--- src/dacwd_pkg.sv ---
// package of constants and types for the dac input word decoder
//
// Notes on behaviour
// RL1: controller resets the device after power-on before any other configuration.
// RL2: controller sets up boost converter frequency, voltage limit and phase before channels.
// RL3: controller writes channel control with range, converter and circuitry enabled, output off.
// RL4: a dac data write starts a full internal calibration of that channel.
// RL5: controller waits at least 200 us after the code before enabling output.
// RL6: controller finally rewrites channel control with output drive enable set.
// RL7: range change repeats channel control, data and enable steps, not converter setup.
// RL8: controller should bring the channel to zero scale before disabling output.
// RL9: words are 24 bits, or 32 with checksum, whose last eight bits are checksum.
// RL10: layout is rw, device address, register select, channel select, 16 data bits.
// RL11: dac data write loads the low sixteen word bits as the channel code.
// RL12: a word acts only when its device address equals the two address pins.
// RL13: register select picks data or control registers; control uses a further sub-field.
// RL14: word bits irrelevant to the operation are ignored.
// RL15: register select zero writes only the one named channel's dac code.
// RL16: select 010 writes one gain register, 011 writes all four.
// RL17: select 100 writes one offset register, 101 writes all four.
// RL18: channel select zero to three addresses the first to fourth channel.
package dacwd_pkg;
    // word sizes
    localparam int WORD_BITS = 24;
    localparam int CHK_WORD_BITS = 32;
    localparam int CHK_BITS = 8;
    localparam int DATA_W = 16;
    localparam int NCH = 4;
    localparam int CNT_W = 6;
    localparam logic [CNT_W-1:0] CNT_MAX = 6'h3F;
    localparam logic [CNT_W-1:0] CNT_WORD = 6'h18;
    localparam logic [CNT_W-1:0] CNT_CHK = 6'h20;
    // register select codes
    localparam logic [2:0] SEL_DAC = 3'h0;
    localparam logic [2:0] SEL_GAIN = 3'h2;
    localparam logic [2:0] SEL_GAIN_ALL = 3'h3;
    localparam logic [2:0] SEL_OFS = 3'h4;
    localparam logic [2:0] SEL_OFS_ALL = 3'h5;
    localparam logic [2:0] SEL_CLR = 3'h6;
    localparam logic [2:0] SEL_CTRL = 3'h7;
    localparam logic RW_WRITE = 1'h0;
    // reset values of the data registers
    localparam logic [DATA_W-1:0] DAC_RST = 16'h0000;
    localparam logic [DATA_W-1:0] GAIN_RST = 16'hFFFF;
    localparam logic [DATA_W-1:0] OFS_RST = 16'h8000;
    localparam logic [DATA_W-1:0] CLR_RST = 16'h0000;
    // input word, msb first
    typedef struct packed {
        logic rw;
        logic [1:0] dev_addr;
        logic [2:0] reg_sel;
        logic [1:0] chan_sel;
        logic [DATA_W-1:0] data;
    } dacwd_word_s;
    // frame tracking states
    typedef enum logic [1:0] {
        FR_IDLE = 2'b01,
        FR_SHIFT = 2'b10
    } dacwd_frame_e;
endpackage : dacwd_pkg

--- src/dacwd_top.sv ---
// serial input word decoder with per-channel data registers
`timescale 1ns/100ps
module dacwd_top (
    // clock and reset
    input wire logic CLK_IN,
    input wire logic SRST_IN,
    // serial link
    input wire logic SCLK_IN,
    input wire logic SDIN_IN,
    input wire logic SYNC_N_IN,
    // straps and mode
    input wire logic ADDR_PIN_HI_IN,
    input wire logic ADDR_PIN_LO_IN,
    input wire logic PACKET_CHECKSUM_IN,
    // channel data registers
    output logic [dacwd_pkg::NCH*dacwd_pkg::DATA_W-1:0] DAC_CODE_OUT,
    output logic [dacwd_pkg::NCH*dacwd_pkg::DATA_W-1:0] GAIN_OUT,
    output logic [dacwd_pkg::NCH*dacwd_pkg::DATA_W-1:0] OFFSET_OUT,
    output logic [dacwd_pkg::NCH*dacwd_pkg::DATA_W-1:0] CLEAR_CODE_OUT,
    // calibration and control strobes
    output logic [dacwd_pkg::NCH-1:0] CAL_START_OUT,
    output logic CTRL_WR_OUT,
    output logic [1:0] CTRL_CHAN_OUT,
    output logic [dacwd_pkg::DATA_W-1:0] CTRL_DATA_OUT,
    output logic RD_REQ_OUT
);

    // ****************************************
    // frame capture
    // ****************************************
    dacwd_pkg::dacwd_frame_e state_r;
    logic sclk_d_r;
    logic [dacwd_pkg::CHK_WORD_BITS-1:0] shift_r;
    logic [dacwd_pkg::CNT_W-1:0] cnt_r;
    logic sclk_fall;
    logic frame_end;
    logic len_ok;
    logic addr_ok;
    logic wr_ok;
    dacwd_pkg::dacwd_word_s word;

    // shift on falling serial clock inside a frame
    assign sclk_fall = sclk_d_r && !SCLK_IN;
    assign frame_end = (state_r == dacwd_pkg::FR_SHIFT) && SYNC_N_IN;

    // remember serial clock level for edge detection
    always_ff @(posedge CLK_IN) begin
        if (SRST_IN) begin
            sclk_d_r <= 1'h0;
        end else begin
            sclk_d_r <= SCLK_IN;
        end
    end

    // frame state follows the sync line
    always_ff @(posedge CLK_IN) begin
        if (SRST_IN) begin
            state_r <= dacwd_pkg::FR_IDLE;
        end else begin
            case (state_r)
                dacwd_pkg::FR_IDLE: begin
                    if (!SYNC_N_IN) begin
                        state_r <= dacwd_pkg::FR_SHIFT;
                    end
                end
                dacwd_pkg::FR_SHIFT: begin
                    if (SYNC_N_IN) begin
                        state_r <= dacwd_pkg::FR_IDLE;
                    end
                end
                default: begin
                    state_r <= dacwd_pkg::FR_IDLE;
                end
            endcase
        end
    end

    // shift register and saturating bit counter
    always_ff @(posedge CLK_IN) begin
        if (SRST_IN) begin
            shift_r <= '0;
            cnt_r <= '0;
        end else if (state_r == dacwd_pkg::FR_IDLE) begin
            cnt_r <= '0;
        end else if (sclk_fall && !SYNC_N_IN) begin
            shift_r <= {shift_r[dacwd_pkg::CHK_WORD_BITS-2:0], SDIN_IN};
            if (cnt_r != dacwd_pkg::CNT_MAX) begin
                cnt_r <= cnt_r + 6'h01;
            end
        end
    end

    // ****************************************
    // word decode
    // ****************************************
    // with checksum on, the trailing byte is dropped unchecked
    assign word = PACKET_CHECKSUM_IN ?
        dacwd_pkg::dacwd_word_s'(shift_r[dacwd_pkg::CHK_WORD_BITS-1:dacwd_pkg::CHK_BITS]) :
        dacwd_pkg::dacwd_word_s'(shift_r[dacwd_pkg::WORD_BITS-1:0]); // see RL9 see RL10
    assign len_ok = PACKET_CHECKSUM_IN ? (cnt_r == dacwd_pkg::CNT_CHK) : (cnt_r == dacwd_pkg::CNT_WORD); // see RL9
    assign addr_ok = word.dev_addr == {ADDR_PIN_HI_IN, ADDR_PIN_LO_IN}; // see RL12
    assign wr_ok = frame_end && len_ok && addr_ok && (word.rw == dacwd_pkg::RW_WRITE);

    // ****************************************
    // per-channel data registers
    // ****************************************
    logic [dacwd_pkg::DATA_W-1:0] dac_r [dacwd_pkg::NCH];
    logic [dacwd_pkg::DATA_W-1:0] gain_r [dacwd_pkg::NCH];
    logic [dacwd_pkg::DATA_W-1:0] ofs_r [dacwd_pkg::NCH];
    logic [dacwd_pkg::DATA_W-1:0] clr_r [dacwd_pkg::NCH];
    logic [dacwd_pkg::NCH-1:0] cal_r;

    genvar g;
    generate
        for (g = 0; g < dacwd_pkg::NCH; g++) begin : g_ch
            logic hit;
            // channel select value matches this channel index
            assign hit = word.chan_sel == 2'(g); // see RL18

            // dac code: single channel write only
            always_ff @(posedge CLK_IN) begin
                if (SRST_IN) begin
                    dac_r[g] <= dacwd_pkg::DAC_RST;
                    cal_r[g] <= 1'h0;
                end else begin
                    cal_r[g] <= wr_ok && (word.reg_sel == dacwd_pkg::SEL_DAC) && hit; // see RL4
                    if (wr_ok && (word.reg_sel == dacwd_pkg::SEL_DAC) && hit) begin
                        dac_r[g] <= word.data; // see RL11 see RL15
                    end
                end
            end

            // gain, offset and clear code trims
            always_ff @(posedge CLK_IN) begin
                if (SRST_IN) begin
                    gain_r[g] <= dacwd_pkg::GAIN_RST;
                    ofs_r[g] <= dacwd_pkg::OFS_RST;
                    clr_r[g] <= dacwd_pkg::CLR_RST;
                end else if (wr_ok) begin
                    if ((word.reg_sel == dacwd_pkg::SEL_GAIN && hit) || word.reg_sel == dacwd_pkg::SEL_GAIN_ALL) begin
                        gain_r[g] <= word.data; // see RL16
                    end
                    if ((word.reg_sel == dacwd_pkg::SEL_OFS && hit) || word.reg_sel == dacwd_pkg::SEL_OFS_ALL) begin
                        ofs_r[g] <= word.data; // see RL17
                    end
                    if (word.reg_sel == dacwd_pkg::SEL_CLR && hit) begin
                        clr_r[g] <= word.data; // see RL13
                    end
                end
            end

            // flatten registers onto the output buses
            assign DAC_CODE_OUT[g*dacwd_pkg::DATA_W +: dacwd_pkg::DATA_W] = dac_r[g];
            assign GAIN_OUT[g*dacwd_pkg::DATA_W +: dacwd_pkg::DATA_W] = gain_r[g];
            assign OFFSET_OUT[g*dacwd_pkg::DATA_W +: dacwd_pkg::DATA_W] = ofs_r[g];
            assign CLEAR_CODE_OUT[g*dacwd_pkg::DATA_W +: dacwd_pkg::DATA_W] = clr_r[g];
        end
    endgenerate

    assign CAL_START_OUT = cal_r;

    // ****************************************
    // control hand-off and read request
    // ****************************************
    logic ctrl_wr_r;
    logic [1:0] ctrl_chan_r;
    logic [dacwd_pkg::DATA_W-1:0] ctrl_data_r;
    logic rd_req_r;

    // control words pass channel select and data to the control register decoder
    always_ff @(posedge CLK_IN) begin
        if (SRST_IN) begin
            ctrl_wr_r <= 1'h0;
            ctrl_chan_r <= 2'h0;
            ctrl_data_r <= '0;
            rd_req_r <= 1'h0;
        end else begin
            ctrl_wr_r <= wr_ok && (word.reg_sel == dacwd_pkg::SEL_CTRL); // see RL13
            rd_req_r <= frame_end && len_ok && addr_ok && (word.rw != dacwd_pkg::RW_WRITE);
            if (wr_ok && (word.reg_sel == dacwd_pkg::SEL_CTRL)) begin
                ctrl_chan_r <= word.chan_sel;
                ctrl_data_r <= word.data; // see RL14
            end
        end
    end

    assign CTRL_WR_OUT = ctrl_wr_r;
    assign CTRL_CHAN_OUT = ctrl_chan_r;
    assign CTRL_DATA_OUT = ctrl_data_r;
    assign RD_REQ_OUT = rd_req_r;
endmodule : dacwd_top

--- config.mk ---
export PLATFORM = sky130hd
export DESIGN_NAME = dacwd_top
export DESIGN_NICKNAME = d
export VERILOG_FILES = /design/src/dacwd_pkg.sv /design/src/dacwd_top.sv
export SDC_FILE = /design/constraint.sdc
export NUM_CORES = 1
export LEC_CHECK = 0
export BUFFER_PORTS_ARGS = -buffer_cell sky130_fd_sc_hd__buf_2
export CAP_MARGIN = 25
export CORE_ASPECT_RATIO = 1.4
export CORE_MARGIN = 2
export CORE_UTILIZATION = 49
export CTS_CLUSTER_DIAMETER = 100
export DETAILED_ROUTE_END_ITERATION = 7
export GPL_TIMING_DRIVEN = 0
export HOLD_SLACK_MARGIN = 0.12
export PLACE_DENSITY = 0.76
export SLEW_MARGIN = 15
export SYNTH_ARGS = -nofsm -noshare
export SYNTH_HDL_FRONTEND = slang
export SYNTH_SLANG_ARGS = --single-unit
--- constraint.sdc ---
create_clock -name CLK_IN -period 2.6 [get_ports CLK_IN]
set_input_delay 0.52 -clock CLK_IN [delete_from_list [all_inputs] [get_ports CLK_IN]]
set_output_delay 0.52 -clock CLK_IN [all_outputs]
set_load 0.1 [all_outputs]
Word level (Yosys, flattened, before mapping) --
Memories as Yosys holds them, arrays and structs flattened. Index checks and enable logic that the tools add are counted.
Word-level totals: memories kept 4, bits in writable memories 256, flip-flop bits (word level) 65
Operators by class: $add $sub $neg 1, bitwise operators 18, muxes and demuxes 83, equal/unequal tests 17, reductions and logical operators 41
Memories:
- clr_r | depth 4, bits a word 16, read ports 4, clocked after Yosys merged registers in 0, write ports 4, line dacwd_top.sv:110 | logic [dacwd_pkg::DATA_W-1:0] clr_r [dacwd_pkg::NCH];
- dac_r | depth 4, bits a word 16, read ports 4, clocked after Yosys merged registers in 0, write ports 4, line dacwd_top.sv:107 | logic [dacwd_pkg::DATA_W-1:0] dac_r [dacwd_pkg::NCH];
- gain_r | depth 4, bits a word 16, read ports 4, clocked after Yosys merged registers in 0, write ports 4, line dacwd_top.sv:108 | logic [dacwd_pkg::DATA_W-1:0] gain_r [dacwd_pkg::NCH];
- ofs_r | depth 4, bits a word 16, read ports 4, clocked after Yosys merged registers in 0, write ports 4, line dacwd_top.sv:109 | logic [dacwd_pkg::DATA_W-1:0] ofs_r [dacwd_pkg::NCH];
Operator list (number):
- 2-to-1 mux 16 bit | 16
- 2-to-1 mux 1 bit | 63
- logical AND 1 bit | 25
- 2-to-1 mux 24 bit | 1
- bitwise OR 1 bit | 16
- == test 3 bit (second input constant) | 4
- logical OR 1 bit | 8
- adder 6 x 1 -> 6 bit (second input constant) | 1
- == test 2 bit (second input constant) | 3
- == test 3 x 2 -> 1 bit (second input constant) | 2
- == test 6 x 5 -> 1 bit (second input constant) | 1
- == test 6 bit (second input constant) | 1
- != test 6 bit (second input constant) | 1
- AND reduction 2 bit | 3
- == test 2 x 1 -> 1 bit (second input constant) | 2
- 2-to-1 mux 2 bit | 2
- != test 2 bit (second input constant) | 2
- case mux 2 bit (2 select lines) | 1
- logical NOT 3 bit | 1
- == test 2 bit | 1
- logical NOT 1 bit | 2
- logical NOT 2 bit | 1
- inverter 1 bit | 2
- OR reduction 2 bit | 1

Longest topological paths before layout --
word-level depth 11, gate-level depth with buffers 10

Worst setup path after synthesis --
Ideal clock, no wire load.
path kind in2reg, start point input port PACKET_CHECKSUM_IN, end point memory ofs_r[2][0] in the netlist's numbering (enable), data required time 2.208 ns, slack -0.183 ns, setup time 0.392 ns, stages on the path 5, arrival 2.391 ns, path through buf_6 > mux2i_2 > buf_6 > nand4_4 > o21bai_1
RTL lines:
- start, declared | line dacwd_top.sv:14 | input wire logic PACKET_CHECKSUM_IN,
- end, declared | line dacwd_top.sv:109

==> flow_summary.toml <==
[global_routing]
grt_usage_pct = 25.0
grt_max_degree = 17
grt_pass1_vias = 9048
grt_overflow = 0
grt_pass1_wl_microns = 52100
antenna_found_initial = 0

[setup_path]
worstReg2RegEnd = "ofs_r[2][0]"
crit_arrival_ns = 2.74
regToRegStartpoint = "shift_r[21]"
cp-start-kind = "register"
cpMaxStageDelayCell = "o21bai_4"
crit_type = "register to register"
critPathRequiredTime_ns = 2.81
cp-end-kind = "register"
critPathCapture = "ofs_r[2][0]"
path_cells = "mux2i_1, xor2_1, nor2b_1, buf_4, buf_6, nand4_4, o21bai_4"
reg2reg_setup_slack_ns = 0.07
worstRegToRegCells = 7
cpPeakStageDelay_ns = 0.52
path_max_fanout = 16
startpoint = "shift_r[21]"

[sta]
final_hold_viol_count = 0
slew_viol_final = 0
holdWs_ns = 0.187
fin_crit_sh_pct = 97.5
finalSetupViolations = 0
fmax_ghz = 0.395
fin_skew_ns = 0.0154
min_period_ns = 2.53
maxSlewHeadroom_pct = 53.1
worst_pin_slew_ns = 0.690

[synth]
netlist.area_leader.share_pct = 61.1
yosysTopAreaCell = "edfxtp_1"
avgSynthCellArea_sq_um = 12.7
yosys.cell_types.count = 47
syn_area_sq_um = 12600
synth_common_cells = "edfxtp_1, nor2_1, nand2_1"
synth_seq_area_share_pct = 71.4
netlist_instances = 992
synth.area.top_cells = "edfxtp_1, dfxtp_1, nor2_1"
async_flop_share_pct = 0
synth.most_common_cell = "edfxtp_1"
syn_nets = 1002
ys_warn_count = 0
synthFlopType = "edfxtp_1"
synth-seq-cells = 321
synth-edff-count = 256

[cts]
clk_latency_ns = 0.57
root_buffer = "clkbuf_16"
clkSinkCount = 321
htreeDepth = 1
cts_hold_buf = 0
cts_tree = "yes"
cts.path.max_buffers = 3
clk_pin_slew_ns = 0.06
cts-buffers-inserted = 29

[pwr]
p_sw_share_pct = 30.9
power_density_nw_per_um2 = 777
combPwrFrac_pct = 16.6
clock_power_share_pct = 35.3
internal_power_mw = 8.34
p_switching_mw = 3.73
seqPwrFrac_pct = 48.0
peakVddDrop_uv = 894
p_leak_nw = 5.53

[drt]
wl_microns = 35100
vias = 9204
drt-initial-drc-count = 773
avgRoutedWirePerCell_microns = 21.2
viasPerCell = 5.54
ant_nets = 0
dr.pass1.iters = 6
drc = 0

[final_layout]
post-route-cell-area_sq_um = 15500
antenna_cells = 0
fin_util_pct = 61.4
area_growth_syn_to_layout_pct = 23.4
finalNetCount = 1330
layout-drive-gt1-share_pct = 32.7

[place]
placed_area_sq_um = 14500
place.gp.congestion = 0.909
place_hpwl_microns = 25200
portBuffers = 287

[die]
ios = 288
dieArea_sq_um = 27000
num_rows = 69
fp.dieW_microns = 139
fp.coreArea_sq_um = 25300
start_util_pct = 49.7
fp.dieH_microns = 194

[job]
max_cap_violations = 0

[status]
status = "completed"

[worst_hold_path]
hp-class = "input pin to register"
## cells in the final DEF, fill, tap and decap left out, types with 22 or more instances in the layout
master and count:
nand2_1 152, buf_2 305, a31oi_1 22, a21oi_1 41, edfxtp_1 256, nor3_1 30, clkbuf_1 32, dfxtp_1 65
nor2_1 206, clkbuf_16 29
## layout make-up
| cell class | instances | area (sq um) |
|---|---|---|
| Fill cell | 1952 | 9760 |
| Sequential cell | 321 | 8990 |
| Multi-Input combinational cell | 603 | 3250 |
| Timing Repair Buffer | 297 | 1520 |
| Clock buffer | 40 | 787 |
| Buffer | 63 | 420 |
| Tap cell | 319 | 399 |
| Clock inverter | 13 | 146 |
| Inverter | 5 | 18.8 |
## power by group through the flow
stage,combinational [mW],clock [mW],sequential [mW]
4_1_cts,2.01,4.27,5.80
5_1_grt,2.04,4.45,5.81
3_5_place_dp,2.00,0,5.91
3_3_place_gp,1.98,0,5.91
6_report,2.01,4.27,5.80
2_1_floorplan,0.149,0,7.46
## timing repair
item                                    CTS  global route
pin swaps                                 0             1
setup buffers                             0             2
resized for setup                        12             4
endpoints found under the setup margin  192           159
## worst max-delay path, delay by kind of cell, from the launching register on
kind	cells	cell delay, ns
DFF	1	0.35
muxes	1	0.20
buffers and inverters	2	0.44
AOI/OAI and AO/OA	1	0.52
xor gates and xnor gates	1	0.20
and+or+nand+nor	2	0.44
## how the worst min path moves through the flow
stage	endpoint	cells past startpoint	startpoint
CTS	sclk_d_r	2	SCLK_IN
finish	sclk_d_r	2	SCLK_IN
global placement	shift_r[8]	2	shift_r[7]
global route	sclk_d_r	2	SCLK_IN
floorplan	shift_r[1]	2	shift_r[0]
detailed placement	shift_r[29]	2	shift_r[29]
## cells by family after synthesis
kind of cell             after synthesis  share of synthesized area, %
adder cells (fa/ha/maj)                2                         0.199
AO/OA/AOI/OAI                         93                          4.64
multiplexers                          22                          1.92
AND/OR/NAND/NOR                      478                          17.8
buffers and inverters                 68                          3.49
XOR/XNOR                               8                         0.557
flip-flops                           321                          71.4
## flip-flops by register name, summed over array words and instances (netlist names), 2 cells and up
name and flops:
shift_r 32, CAL_START_OUT 4, state_r 2, dac_r 64, gain_r 64, ofs_r 64
CTRL_DATA_OUT 16, clr_r 64, CTRL_CHAN_OUT 2, cnt_r 6
## per-layer routing
metal	track usage [%]	vias up	wire length [microns]
met4	11.6	0	1790
li1	-	4147	-
met2	44.5	477	17900
met3	5.06	114	2770
met5	0	-	0
met1	28.9	4466	12600
## stage by stage
step                      setup TNS, ns  setup WS, ns  std cells  total power, mW
final                                 0        0.0652       1661             12.1
after global routing           -0.00438      -0.00128       1661             12.3
after floorplan                  -16.43        -0.171        992             7.61
after CTS                             0        0.0275       1657             12.1
after detailed placement         -96.06        -0.613       1604             7.91
after global placement          -151.33         -1.03       1598             7.89
No activity file was read; power rests on OpenSTA's default activity.
